**config.mk**
```make
export PLATFORM = sky130hd
export DESIGN_NAME = dbs_bank_tracker
export DESIGN_NICKNAME = d
export VERILOG_FILES = /design/src/dbs_bank_tracker.v
export VERILOG_INCLUDE_DIRS = /design/src
export SDC_FILE = /design/constraint.sdc
export NUM_CORES = 1
export LEC_CHECK = 0
export ABC_CLOCK_PERIOD_IN_PS = 7800
export CELL_PAD_IN_SITES_DETAIL_PLACEMENT = 0
export CELL_PAD_IN_SITES_GLOBAL_PLACEMENT = 1
export CORE_ASPECT_RATIO = 1.25
export CORE_MARGIN = 2
export CORE_UTILIZATION = 30
export DETAILED_ROUTE_END_ITERATION = 10
export DONT_BUFFER_PORTS = 1
export PLACE_DENSITY_LB_ADDON = 0.1
export SYNTH_ARGS = -nofsm -noshare
export SYNTH_HDL_FRONTEND = slang
export SYNTH_SLANG_ARGS = --single-unit
export TNS_END_PERCENT = 10
```
**constraint.sdc**
```tcl
create_clock -name core_clk -period 7.8 [get_ports core_clk]
set_input_delay 0.78 -clock core_clk [delete_from_list [all_inputs] [get_ports core_clk]]
set_output_delay 0.78 -clock core_clk [all_outputs]
set_load 0.1 [all_outputs]
```
**src/dbs_defines.vh**
```
// Command encodings, state codes and timing constants for the bank tracker
`ifndef DBS_DEFINES_VH
`define DBS_DEFINES_VH
// Command codes {ras_n, cas_n, we_n} with chip select low
`define DBS_CMD_NOP       3'h7
`define DBS_CMD_ACT       3'h3
`define DBS_CMD_RD        3'h5
`define DBS_CMD_WR        3'h4
`define DBS_CMD_PRE       3'h2
`define DBS_CMD_REF       3'h1
`define DBS_CMD_LMR       3'h0
// Bank states
`define DBS_ST_IDLE       4'h0
`define DBS_ST_ACTV       4'h1
`define DBS_ST_ROW        4'h2
`define DBS_ST_READ       4'h3
`define DBS_ST_WRITE      4'h4
`define DBS_ST_RDAP       4'h5
`define DBS_ST_WRAP       4'h6
`define DBS_ST_PRE        4'h7
`define DBS_ST_REF        4'h8
`define DBS_ST_LMR        4'h9
`define DBS_ST_PREALL     4'hA
// Clock period in ps, interval times in ps, mode set delay and burst in cycles
`define DBS_CLK_PS        8000
`define DBS_TRP_PS        15000
`define DBS_ACTIVATE_TO_COLUMN_DELAY_PS       15000
`define DBS_REFRESH_CYCLE_TIME_PS       127500
`define DBS_MODE_SET_DELAY_CK       2
`define DBS_SELF_REFRESH_EXIT_DELAY_PS      137500
`define DBS_BURST_CK      2
// Minimum times round up to whole cycles
`define DBS_CYC(ps)       (((ps) + `DBS_CLK_PS - 1) / `DBS_CLK_PS)
`define DBS_CNT_W         8
`endif
```
**src/dbs_bank_tracker.v**
```verilog
// Per-bank DDR2 command legality and state tracker
// Behaviour
// - Rules apply only with clock enable high two cycles, after exit delay.
// - Deselect starts no command; ongoing operations continue.
// - No-operation has no effect; ongoing operations continue.
// - Idle after precharge time and finished read (code ends precharge on precharge time alone, burst not checked); only idle accepts ACTIVATE.
// - Row active once row opened and activate delay elapsed.
// - Row active accepts READ, WRITE or PRECHARGE.
// - READ and WRITE may carry auto precharge or not.
// - Read state accepts new READ or PRECHARGE until burst ends.
// - Write state accepts READ, new WRITE or PRECHARGE.
// - Precharge period lasts precharge time, then bank idle.
// - READ with auto precharge ends after burst plus precharge time, bank idle.
// - WRITE with auto precharge ends after burst plus precharge time, bank idle.
// - Activation lasts activate-to-column delay, then row active.
// - Refresh lasts refresh cycle time, then all banks idle.
// - Mode load lasts mode set delay, then all banks idle.
// - Precharge all lasts precharge time, then every bank idle.
// - Commands decode from select, strobes and clock enable at the edge.
// - Bank address picks the bank, or the mode register for LOAD MODE.
`timescale 1ns/1ns
`include "dbs_defines.vh"
module dbs_bank_tracker #(
	parameter NBANK     = 8,
	parameter BA_W      = 3,
	parameter TRP_CK    = `DBS_CYC(`DBS_TRP_PS),
	parameter ACTIVATE_TO_COLUMN_DELAY_CK   = `DBS_CYC(`DBS_ACTIVATE_TO_COLUMN_DELAY_PS),
	parameter REFRESH_CYCLE_TIME_CK   = `DBS_CYC(`DBS_REFRESH_CYCLE_TIME_PS),
	parameter MODE_SET_DELAY_CK   = `DBS_MODE_SET_DELAY_CK,
	parameter SELF_REFRESH_EXIT_DELAY_CK  = `DBS_CYC(`DBS_SELF_REFRESH_EXIT_DELAY_PS),
	parameter BURST_CK  = `DBS_BURST_CK
) (
	input  wire                  core_clk,
	input  wire                  rstn,
	input  wire                  cke,
	input  wire                  cs_n,
	input  wire                  ras_n,
	input  wire                  cas_n,
	input  wire                  we_n,
	input  wire [BA_W-1:0]       ba,
	input  wire                  a10,
	input  wire                  self_refresh_exit,
	output reg  [NBANK*4-1:0]    bank_state_r,
	output reg                   all_idle_r,
	output reg                   cmd_valid_r,
	output reg                   cmd_illegal_r,
	output reg  [BA_W-1:0]       mode_reg_sel_r,
	output reg                   mode_load_r
);

	localparam [`DBS_CNT_W-1:0] TRP_V   = TRP_CK[`DBS_CNT_W-1:0];
	localparam [`DBS_CNT_W-1:0] ACTIVATE_TO_COLUMN_DELAY_V  = ACTIVATE_TO_COLUMN_DELAY_CK[`DBS_CNT_W-1:0];
	localparam [`DBS_CNT_W-1:0] REFRESH_CYCLE_TIME_V  = REFRESH_CYCLE_TIME_CK[`DBS_CNT_W-1:0];
	localparam [`DBS_CNT_W-1:0] MODE_SET_DELAY_V  = MODE_SET_DELAY_CK[`DBS_CNT_W-1:0];
	localparam [`DBS_CNT_W-1:0] SELF_REFRESH_EXIT_DELAY_V = SELF_REFRESH_EXIT_DELAY_CK[`DBS_CNT_W-1:0];
	localparam [`DBS_CNT_W-1:0] BURST_V = BURST_CK[`DBS_CNT_W-1:0];
	localparam [`DBS_CNT_W-1:0] AP_V    = BURST_V + TRP_V;
	localparam [`DBS_CNT_W-1:0] ZERO    = {`DBS_CNT_W{1'b0}};
	localparam [`DBS_CNT_W-1:0] ONE     = {{(`DBS_CNT_W-1){1'b0}}, 1'b1};

	reg                         cke_prev_r;
	reg  [`DBS_CNT_W-1:0]       xs_cnt_r;
	reg  [NBANK*`DBS_CNT_W-1:0] cnt_r;
	reg  [NBANK*`DBS_CNT_W-1:0] brst_r;
	// Per-bank results gathered from the generate loop
	wire [NBANK*4-1:0]          st_nxt;
	wire [NBANK*`DBS_CNT_W-1:0] cnt_nxt;
	wire [NBANK*`DBS_CNT_W-1:0] brst_nxt;
	wire [NBANK-1:0]            ill_vec;
	wire [NBANK-1:0]            busy_vec;
	wire [NBANK-1:0]            glob_vec;
	wire                        ill_nxt;
	wire                        all_idle_nxt;
	wire                        glob_busy;

	// Command fields and qualifiers sampled at the rising edge
	wire [2:0] cmd     = {ras_n, cas_n, we_n};
	wire       cke_ok  = cke_prev_r & cke;
	wire       xs_done = (xs_cnt_r == ZERO);
	// Rules apply only with clock enable held and exit delay over
	wire       live    = cke_ok & xs_done;
	// Deselect and no-operation never count as commands
	wire       exe     = live & ~cs_n & (cmd != `DBS_CMD_NOP);

	// Command class decode shared by every bank
	wire       cmd_ref = (cmd == `DBS_CMD_REF);
	wire       cmd_lmr = (cmd == `DBS_CMD_LMR);
	wire       cmd_pre = (cmd == `DBS_CMD_PRE);
	wire       cmd_act = (cmd == `DBS_CMD_ACT);
	wire       cmd_rd  = (cmd == `DBS_CMD_RD);
	wire       cmd_wr  = (cmd == `DBS_CMD_WR);
	wire       cmd_col = cmd_rd | cmd_wr;
	wire       cmd_glb = cmd_ref | cmd_lmr;
	wire       cmd_bad = ~(cmd_glb | cmd_pre | cmd_act | cmd_col);

	// Clock enable history for the two-cycle check
	always @(posedge core_clk or negedge rstn) begin
		if (!rstn) begin
			cke_prev_r <= 1'b0;
		end else begin
			cke_prev_r <= cke;
		end
	end

	// Self refresh exit delay blocks commands while it runs
	always @(posedge core_clk or negedge rstn) begin
		if (!rstn) begin
			xs_cnt_r <= ZERO;
		end else if (self_refresh_exit) begin
			xs_cnt_r <= SELF_REFRESH_EXIT_DELAY_V;
		end else if (xs_cnt_r != ZERO) begin
			xs_cnt_r <= xs_cnt_r - ONE;
		end
	end

	// Device-wide busy, illegal and idle summaries
	assign glob_busy    = |glob_vec;
	assign ill_nxt      = (|ill_vec) | (exe & cmd_bad);
	assign all_idle_nxt = ~|busy_vec;

	// One tracker per bank with its own interval counters
	genvar g;
	generate
		for (g = 0; g < NBANK; g = g + 1) begin : g_bank
			localparam integer    BANK_NUM = g;
			localparam [BA_W-1:0] BANK_ID  = BANK_NUM[BA_W-1:0];
			// Bank view and per-bank working values
			wire [3:0]            st_q;
			wire [`DBS_CNT_W-1:0] cnt_q;
			wire [`DBS_CNT_W-1:0] brst_q;
			wire                  sel;
			reg  [`DBS_CNT_W-1:0] cnt_dn;
			reg  [`DBS_CNT_W-1:0] brst_dn;
			reg  [3:0]            st_run;
			reg                   ill_glb;
			reg                   ill_pre;
			reg                   ill_act;
			reg                   ill_col;
			reg  [3:0]            st_new;
			reg  [`DBS_CNT_W-1:0] cnt_new;
			reg  [`DBS_CNT_W-1:0] brst_new;

			// Slices of this bank's registered state
			assign st_q   = bank_state_r[g*4 +: 4];
			assign cnt_q  = cnt_r[g*`DBS_CNT_W +: `DBS_CNT_W];
			assign brst_q = brst_r[g*`DBS_CNT_W +: `DBS_CNT_W];
			assign sel    = (ba == BANK_ID);

			// Interval and burst counters run down every cycle
			always @* begin
				cnt_dn  = cnt_q;
				brst_dn = brst_q;
				if (cnt_q != ZERO) begin
					cnt_dn = cnt_q - ONE;
				end
				if (brst_q != ZERO) begin
					brst_dn = brst_q - ONE;
				end
			end

			// Timed periods end into their follow-on state
			always @* begin
				st_run = st_q;
				case (st_q)
					`DBS_ST_ACTV: begin
						if (cnt_dn == ZERO) begin
							st_run = `DBS_ST_ROW;
						end
					end
					`DBS_ST_PRE: begin
						if (cnt_dn == ZERO) begin
							st_run = `DBS_ST_IDLE;
						end
					end
					`DBS_ST_RDAP, `DBS_ST_WRAP: begin
						if (cnt_dn == ZERO) begin
							st_run = `DBS_ST_IDLE;
						end
					end
					`DBS_ST_REF, `DBS_ST_LMR, `DBS_ST_PREALL: begin
						if (cnt_dn == ZERO) begin
							st_run = `DBS_ST_IDLE;
						end
					end
					`DBS_ST_READ, `DBS_ST_WRITE: begin
						if (brst_dn == ZERO) begin
							st_run = `DBS_ST_ROW;
						end
					end
					default: begin
						st_run = st_q;
					end
				endcase
			end

			// Device-wide commands need every bank idle
			always @* begin
				ill_glb = 1'b0;
				if (exe && cmd_glb) begin
					if (glob_busy || st_q != `DBS_ST_IDLE) begin
						ill_glb = 1'b1;
					end
				end
			end

			// Precharge refused in device-wide and uninterruptible periods
			always @* begin
				ill_pre = 1'b0;
				if (exe && cmd_pre && (a10 | sel)) begin
					if (glob_busy) begin
						ill_pre = 1'b1;
					end else if (st_q == `DBS_ST_ACTV ||
					             st_q == `DBS_ST_RDAP ||
					             st_q == `DBS_ST_WRAP) begin
						ill_pre = 1'b1;
					end
				end
			end

			// Activate accepted only from idle
			always @* begin
				ill_act = 1'b0;
				if (exe && cmd_act && sel) begin
					if (glob_busy || st_q != `DBS_ST_IDLE) begin
						ill_act = 1'b1;
					end
				end
			end

			// Column commands need an open row or a running burst
			always @* begin
				ill_col = 1'b0;
				if (exe && cmd_col && sel) begin
					case (st_q)
						`DBS_ST_ROW: begin
							ill_col = 1'b0;
						end
						`DBS_ST_READ: begin
							if (cmd_wr && brst_dn != ZERO) begin
								ill_col = 1'b1;
							end
						end
						`DBS_ST_WRITE: begin
							ill_col = 1'b0;
						end
						default: begin
							ill_col = 1'b1;
						end
					endcase
				end
			end

			// Command effect on state and counters, legal or not
			always @* begin
				st_new   = st_run;
				cnt_new  = cnt_dn;
				brst_new = brst_dn;
				if (exe && cmd_glb) begin
					if (cmd_ref) begin
						st_new  = `DBS_ST_REF;
						cnt_new = REFRESH_CYCLE_TIME_V;
					end else begin
						st_new  = `DBS_ST_LMR;
						cnt_new = MODE_SET_DELAY_V;
					end
					brst_new = ZERO;
				end
				if (exe && cmd_pre && (a10 | sel)) begin
					if (st_q != `DBS_ST_IDLE || a10) begin
						st_new  = a10 ? `DBS_ST_PREALL : `DBS_ST_PRE;
						cnt_new = TRP_V;
					end
				end
				if (exe && cmd_act && sel) begin
					st_new  = `DBS_ST_ACTV;
					cnt_new = ACTIVATE_TO_COLUMN_DELAY_V;
				end
				if (exe && cmd_col && sel) begin
					brst_new = BURST_V;
					if (a10) begin
						st_new  = cmd_rd ? `DBS_ST_RDAP : `DBS_ST_WRAP;
						cnt_new = AP_V;
					end else begin
						st_new = cmd_rd ? `DBS_ST_READ : `DBS_ST_WRITE;
					end
				end
			end

			// Results merged into the shared next-state words
			assign st_nxt[g*4 +: 4]                    = st_new;
			assign cnt_nxt[g*`DBS_CNT_W +: `DBS_CNT_W]  = cnt_new;
			assign brst_nxt[g*`DBS_CNT_W +: `DBS_CNT_W] = brst_new;
			assign ill_vec[g]  = ill_glb | ill_pre | ill_act | ill_col;
			assign busy_vec[g] = (st_new != `DBS_ST_IDLE);
			assign glob_vec[g] = (st_q == `DBS_ST_REF) ||
			                     (st_q == `DBS_ST_LMR) ||
			                     (st_q == `DBS_ST_PREALL);
		end
	endgenerate

	// Per-bank state and interval counters
	always @(posedge core_clk or negedge rstn) begin
		if (!rstn) begin
			bank_state_r <= {NBANK{`DBS_ST_IDLE}};
			cnt_r        <= {NBANK*`DBS_CNT_W{1'b0}};
			brst_r       <= {NBANK*`DBS_CNT_W{1'b0}};
		end else begin
			bank_state_r <= st_nxt;
			cnt_r        <= cnt_nxt;
			brst_r       <= brst_nxt;
		end
	end

	// Command status pulses and idle summary
	always @(posedge core_clk or negedge rstn) begin
		if (!rstn) begin
			all_idle_r    <= 1'b1;
			cmd_valid_r   <= 1'b0;
			cmd_illegal_r <= 1'b0;
		end else begin
			all_idle_r    <= all_idle_nxt;
			cmd_valid_r   <= exe & ~ill_nxt;
			cmd_illegal_r <= exe & ill_nxt;
		end
	end

	// Mode register select captured on a load
	always @(posedge core_clk or negedge rstn) begin
		if (!rstn) begin
			mode_reg_sel_r <= {BA_W{1'b0}};
			mode_load_r    <= 1'b0;
		end else begin
			mode_load_r <= exe & cmd_lmr;
			if (exe && cmd_lmr) begin
				mode_reg_sel_r <= ba;
			end
		end
	end

endmodule

```
# Word level (Yosys, flattened, before mapping)
# Cells that the tools add are included.
dict set report word_totals {
  word_cells 575
  inputBits 12
  out_inout_bits 39
  regBits 176
}
dict set report op_classes {
  addsub 17
  n_bitwise 49
  muxes 232
  n_eq_ne 93
  n_reduce_logical 174
}
# op n
set ops {}
lappend ops {{2-to-1 mux 8 bit} 82}
lappend ops {{2-to-1 mux 4 bit} 65}
lappend ops {{nonzero test 8 bit} 25}
lappend ops {{zero test 8 bit} 17}
lappend ops {{subtractor 8 x 1 -> 8 bit, second input constant} 17}
lappend ops {{== test 4 x 3 -> 1 bit, second input constant} 32}
lappend ops {{== test 4 bit, second input constant} 24}
lappend ops {{one-hot mux 4 bit (3 select lines)} 8}
lappend ops {{2-to-1 mux 1 bit} 65}
lappend ops {{== test 4 x 2 -> 1 bit, second input constant} 16}
lappend ops {{nonzero test 4 bit} 16}
lappend ops {{logical OR 1 bit} 48}
lappend ops {{OR reduction 6 bit} 8}
lappend ops {{OR 1 bit} 38}
lappend ops {{logical AND 1 bit} 37}
lappend ops {{== test 4 x 1 -> 1 bit, second input constant} 8}
lappend ops {{OR reduction 2 bit} 16}
lappend ops {{OR reduction 8 bit} 3}
lappend ops {{== test 3 bit, second input constant} 6}
lappend ops {{one-hot mux 1 bit (2 select lines)} 8}
lappend ops {{== test 3 x 2 -> 1 bit, second input constant} 4}
lappend ops {{bitwise AND 1 bit} 8}
lappend ops {{== test 3 x 1 -> 1 bit, second input constant} 2}
lappend ops {{zero test 3 bit} 2}
lappend ops {{7 further kinds} 10}

# Logic depth before layout (Yosys ltp)
dict set report logic_depth {
  ltp_word 14
  mapped_depth 14
  ltp_nobuf 13
}

# Worst setup path before layout
# No wires, ideal clock.
dict set report synth_path {
  path_type {reg2reg}
  start {reg cnt_r[16]}
  end {reg all_idle_r}
  arrival_ps 3585
  path_buffers 1
  t_required_ps 7710
  path_stages_with_launch 13
  synth_period_minus_slack_ps 3675
  setup_ps 90
  path_slack_ps 4125
  path_cell_list {dfrtp_1 > inv_1 > ha_1 > or3b_4 > or4_4 > o32a_1 > or4_1 > buf_2 > o31ai_4 > or4b_1 > nor4_1 > nand4b_1 > nor4_2}
}
dict set report synth_between {
  elab_chain_len 13
  elab_cells_between_ends 15
  classes_between {1 x add/sub; 9 x mux; 5 x reduce/logical}
}
# item line_no
set synth_lines {}
lappend synth_lines {{start: declaration} dbs_bank_tracker.v:63} ;# reg [NBANK*`DBS_CNT_W-1:0] cnt_r;
lappend synth_lines {{start signal: assignment} dbs_bank_tracker.v:305} ;# cnt_r <= {NBANK*`DBS_CNT_W{1'b0}};
lappend synth_lines {{start signal: assignment} dbs_bank_tracker.v:309} ;# cnt_r <= cnt_nxt;
lappend synth_lines {{subtractor 8 x 1 -> 8 bit or nonzero test 8 bit (tied branches)} {dbs_bank_tracker.v:154, dbs_bank_tracker.v:153}}
lappend synth_lines {{2-to-1 mux 8 bit (*)} dbs_bank_tracker.v:153} ;# if (cnt_q != ZERO) begin
lappend synth_lines {{zero test 8 bit (*)} n/a}
lappend synth_lines {{2-to-1 mux 4 bit (on tied branches)} n/a}
lappend synth_lines {{one-hot mux 4 bit (3 select lines) (*)} dbs_bank_tracker.v:164} ;# case (st_q)
lappend synth_lines {{2-to-1 mux 4 bit (*)} dbs_bank_tracker.v:258} ;# if (exe && cmd_glb) begin
lappend synth_lines {{2-to-1 mux 4 bit} dbs_bank_tracker.v:269} ;# if (st_q != `DBS_ST_IDLE || a10) begin
lappend synth_lines {{2-to-1 mux 4 bit (*)} dbs_bank_tracker.v:268} ;# if (exe && cmd_pre && (a10 | sel)) begin
lappend synth_lines {{2-to-1 mux 4 bit (*)} dbs_bank_tracker.v:274} ;# if (exe && cmd_act && sel) begin
lappend synth_lines {{2-to-1 mux 4 bit (*)} dbs_bank_tracker.v:278} ;# if (exe && cmd_col && sel) begin
lappend synth_lines {{nonzero test 4 bit (no line) (*)} n/a}
lappend synth_lines {{OR reduction 8 bit (*)} dbs_bank_tracker.v:119} ;# assign all_idle_nxt = ~|busy_vec;
lappend synth_lines {{zero test 1 bit (*)} dbs_bank_tracker.v:119}
lappend synth_lines {{via all_idle_nxt} dbs_bank_tracker.v:73} ;# wire all_idle_nxt;
lappend synth_lines {{end signal: assignment} dbs_bank_tracker.v:321} ;# all_idle_r <= all_idle_nxt;
lappend synth_lines {{end: declaration} dbs_bank_tracker.v:44} ;# output reg all_idle_r,
# Mark *: on every way through the listed nets, which the timed path passes. The rest lies on a longest branch.
# A chain may end at the register's enable or synchronous reset.

# Final worst setup path
dict set report layout_path {
  start {reg xs_cnt_r[0]}
  end {reg all_idle_r}
}
dict set report layout_between {
  elab_chain_len 13
  elab_cells_between_ends 82
  classes_between {40 x mux; 3 x bitwise; 39 x reduce/logical}
}
# item line_no
set layout_lines {}
lappend layout_lines {{start: declaration} dbs_bank_tracker.v:62} ;# reg [`DBS_CNT_W-1:0] xs_cnt_r;
lappend layout_lines {{start signal: assignment} dbs_bank_tracker.v:112} ;# xs_cnt_r <= xs_cnt_r - ONE;
lappend layout_lines {{zero test 8 bit (*)} dbs_bank_tracker.v:79} ;# wire xs_done = (xs_cnt_r == ZERO);
lappend layout_lines {{bitwise AND 1 bit (*)} dbs_bank_tracker.v:81} ;# wire live = cke_ok & xs_done;
lappend layout_lines {{bitwise AND 1 bit (*) (2 in series)} dbs_bank_tracker.v:83} ;# wire exe = live & ~cs_n & (cmd != `DBS_CMD_NOP);
lappend layout_lines {{logical AND 1 bit} dbs_bank_tracker.v:258}
lappend layout_lines {{2-to-1 mux 4 bit} dbs_bank_tracker.v:258}
lappend layout_lines {{2-to-1 mux 4 bit} dbs_bank_tracker.v:269}
lappend layout_lines {{2-to-1 mux 4 bit} dbs_bank_tracker.v:268}
lappend layout_lines {{2-to-1 mux 4 bit} dbs_bank_tracker.v:274}
lappend layout_lines {{2-to-1 mux 4 bit (*)} dbs_bank_tracker.v:278}
lappend layout_lines {{via g_bank[7].st_new[0]} dbs_bank_tracker.v:139} ;# reg [3:0] st_new;
lappend layout_lines {{nonzero test 4 bit (no line) (*)} n/a}
lappend layout_lines {{OR reduction 8 bit (*)} dbs_bank_tracker.v:119}
lappend layout_lines {{zero test 1 bit (*)} dbs_bank_tracker.v:119}
lappend layout_lines {{via all_idle_nxt} dbs_bank_tracker.v:73}
# Marked as above.

==> run summary <==
Row cnt = 84
Initial antenna violation count = 0
H-tree level count = 4
Largest net degree at the start of global routing = 122
Area Overhead vs Synth = 10.8%
WP data arrival = 4.79 ns
Initial Utilization = 30.4%
Post-Syn Area = 0.0128 mm^2
Fin crit period = 4.42 ns
Setup TNS = 0 ns
Routed wire length = 47.5 mm
Io pins = 51
Synth top area cells = dfrtp_1, nor2_1, a21oi_1
Avg Cell Area, Syn = 7.86 um^2
Fmax = 226 MHz
Required time of the critical path = 8.17 ns
CP peak stage delay = 0.67 ns
Final GP Congestion = 0.905
Clock latency on the worst-skew pair = 0.47 ns
# Max-Cap Violations = 0
Clk buf depth = 2
Post-route ant nets = 0
Layout fillers = 4516
DRT Pass-1 Iters = 8
Share of cells above drive strength 1 = 7.94%
Finish-stage setup viols = 0
Clock Pin Slew Worst Setup and Hold Paths = 0.08 ns
Pwr per Cell Area = 314 mW/mm^2
CTS tree = done
Share of flip-flops with an asynchronous set or reset = 100%
Crit-path most repeated cell = nand3_1
Worst path cell trace = inv_1, ha_1, or3b_2, nor2_1, nand3_1, o211ai_1, a211o_1, nand3_1, or4b_1, nor4_1, nand4b_1, nor4_2
CP endpoint kind = flop
Vias after detailed routing = 12400
Worst-Margin Slew = 1.15 ns
Skew final = 0.0172 ns
PortBufs = 0
Die height = 235 um
Die area = 0.0445 mm^2
Placed Area = 0.0136 mm^2
Post-detail-place hpwl = 34.1 mm
WL/cell = 21.7 um
Final Total Pwr = 4460 uW
Sequential cell area fraction in the yosys report = 34.3%
Antenna Cells = 0
Yosys top cell by area = dfrtp_1
Core area = 0.0421 mm^2
DRT iter0 DRCs = 1050
Startpoint types = flop
Leakage = 0.00553 uW
Worst Hold Class = in2async
Remaining Overflow, GRT = 0
Crit Path Max Fanout = 13
Syn Inst Count = 1633
Final Cell Area = 0.0142 mm^2
Syn. warnings = 0
Register bit total from synthesis = 176
Final Hold Viols = 0
Slowest CP cell = nand3_1
Top_reg_cell synth = dfrtp_1
Clock sink total = 176
Peak supply drop = 0.000159 V
Synth top area share = 34.1%
Post-synthesis net count = 1663
Relative slew slack = 23.3%
Root buf cell = clkbuf_16
Setup Fix Bufs, Post-CTS = 0
# DRC = 0
Global-route wire length before repair = 73.7 mm
Final period util = 56.7%
Yosys cell types = 84
Die X-Extent = 189 um
Number of vias per cell = 5.69
Fin. max-slew vios = 0
Vias in the first global route = 12400
WS Path Type = reg2reg
Status = completed
NumNets Final = 1641
GRT Total Usage = 21.5%
RSZ-0062 raised after global routing = false
CTS Buf Count = 17
Post-synth EDFFs = 0
-- critical path: cells and delay by family, from the launching register on --
kind,cells,cell delay [ns]
buf+inv,1,0.09
simple gates,8,3.10
flops,1,0.39
fa+ha+maj,1,0.21
compound gates,2,0.53
-- layer usage --
metal	vias up	global-route usage (%)	routed length, um
met5	-	0	0
met4	0	8.69	1630
met3	88	4.87	2790
met2	311	35.2	22400
met1	6089	27.3	20700
li1	5941	-	-
-- flip-flops by register name (all words and copies together), names as in the netlist --
| name | flops |
|---|---|
| brst_r | 64 |
| cke_prev_r | 1 |
| cmd_illegal_r | 1 |
| mode_load_r | 1 |
| mode_reg_sel_r | 3 |
| cmd_valid_r | 1 |
| cnt_r | 64 |
| bank_state_r | 32 |
| xs_cnt_r | 8 |
| all_idle_r | 1 |
-- cells by family after synthesis --
group / after synthesis / synth area share [%]
AO/OA/AOI/OAI: 413 / 20.8
XOR/XNOR: 64 / 4.37
adder cells (fa/ha/maj): 19 / 1.83
buffers and inverters: 145 / 4.28
flip-flops: 176 / 34.3
multiplexers: 34 / 2.72
AND/OR/NAND/NOR: 782 / 31.7
-- report_power, final --
group          total (uW)  internal [uW]  switching, uW
clock                 899            491            408
sequential           1770           1250            520
combinational        1800            803            993
total                4460           2540           1920
-- synthesized netlist by cell type (all sizes together) (10+ instances only) --
| cell | count |
|---|---|
| nor3 | 89 |
| a21oi | 118 |
| ha | 18 |
| o21ai | 98 |
| nor4 | 49 |
| mux2i | 27 |
| dfrtp | 175 |
| inv | 58 |
| a211oi | 17 |
| nor2b | 26 |
| nand2b | 27 |
| and2 | 12 |
| nand4 | 14 |
| o211ai | 19 |
| clkbuf | 80 |
| or3 | 19 |
| nand3b | 17 |
| o31ai | 17 |
| or2 | 13 |
| nand3 | 41 |
| o21a | 10 |
| nor4b | 14 |
| nand2 | 145 |
| nor2 | 228 |
| xnor2 | 47 |
| xor2 | 17 |
| nor3b | 27 |
| or4 | 18 |
| o22ai | 12 |
| a31oi | 19 |
-- cells in the final DEF, fill, tap and decap left out, types with 8 or more instances in the layout --
cell       instances
o31ai_1           16
nor2b_1           26
nand2_1          145
nor3b_1           27
ha_1              18
clkbuf_16         17
a21o_1             8
nand3b_1          17
nor3_1            87
nand3_1           41
nor4b_1           13
and3_1             8
or2_2             13
o211ai_1          19
a21oi_1          118
or3_1             19
o21a_1            10
nand4_1           14
or4_1             17
nor4_1            44
nand2b_1          26
or3b_2             8
xor2_1            17
inv_1             58
dfrtp_1          175
mux2i_1           27
o31a_1             9
nor2_1           228
and2_1            12
buf_4             43
o22ai_1           12
o21ai_0           96
a31oi_1           19
xnor2_1           47
a211oi_1          17
-- layout make-up --
type,instances,area (um^2),share of cell area (%)
tap,559,699,4.92
multi-input combinational,1312,7910,55.6
sequential,176,4410,31.0
clock inverter,12,134,0.941
clock buffer,20,457,3.21
inverter,58,218,1.53
timing repair buffer,46,398,2.80
-- timing repair --
action	4_1_cts	5_1_grt
gates resized for setup	0	0
hold buffers	3	0
endpoints found under the hold margin	121	0
-- through the flow --
| step | utilization (%) | std cells | setup slack, ns | hold slack, ns |
|---|---|---|---|---|
| after global placement | 32.2 | 2148 | 3.63 | 0.493 |
| after CTS | 33.7 | 2183 | 3.43 | 0.127 |
| after global routing | 33.7 | 2183 | 3.09 | 0.130 |
| final | 33.7 | 2183 | 3.38 | 0.151 |
| after detailed placement | 32.2 | 2148 | 3.46 | 0.495 |
| after floorplan | - | 1633 | 4.12 | 0.484 |
-- final timing paths --
path | slack [ns] | depth (start not counted) | from | endpoint
hold / removal | 0.15 | 1 | rstn | brst_r[56]$_DFF_PN0_
setup / recovery | 3.38 | 12 | xs_cnt_r[0]$_DFFE_PN0P_ | all_idle_r$_DFF_PN1_
hold reg to reg | 0.56 | 2 | brst_r[31]$_DFF_PN0_ | brst_r[30]$_DFF_PN0_
setup reg to reg | 3.38 | 12 | xs_cnt_r[0]$_DFFE_PN0P_ | all_idle_r$_DFF_PN1_
max in group asynchronous | 6.97 | 1 | rstn | cnt_r[8]$_DFF_PN0_
min in group core_clk | 0.33 | 0 | cke | cke_prev_r$_DFF_PN0_
(Power assumes the default switching activity.)
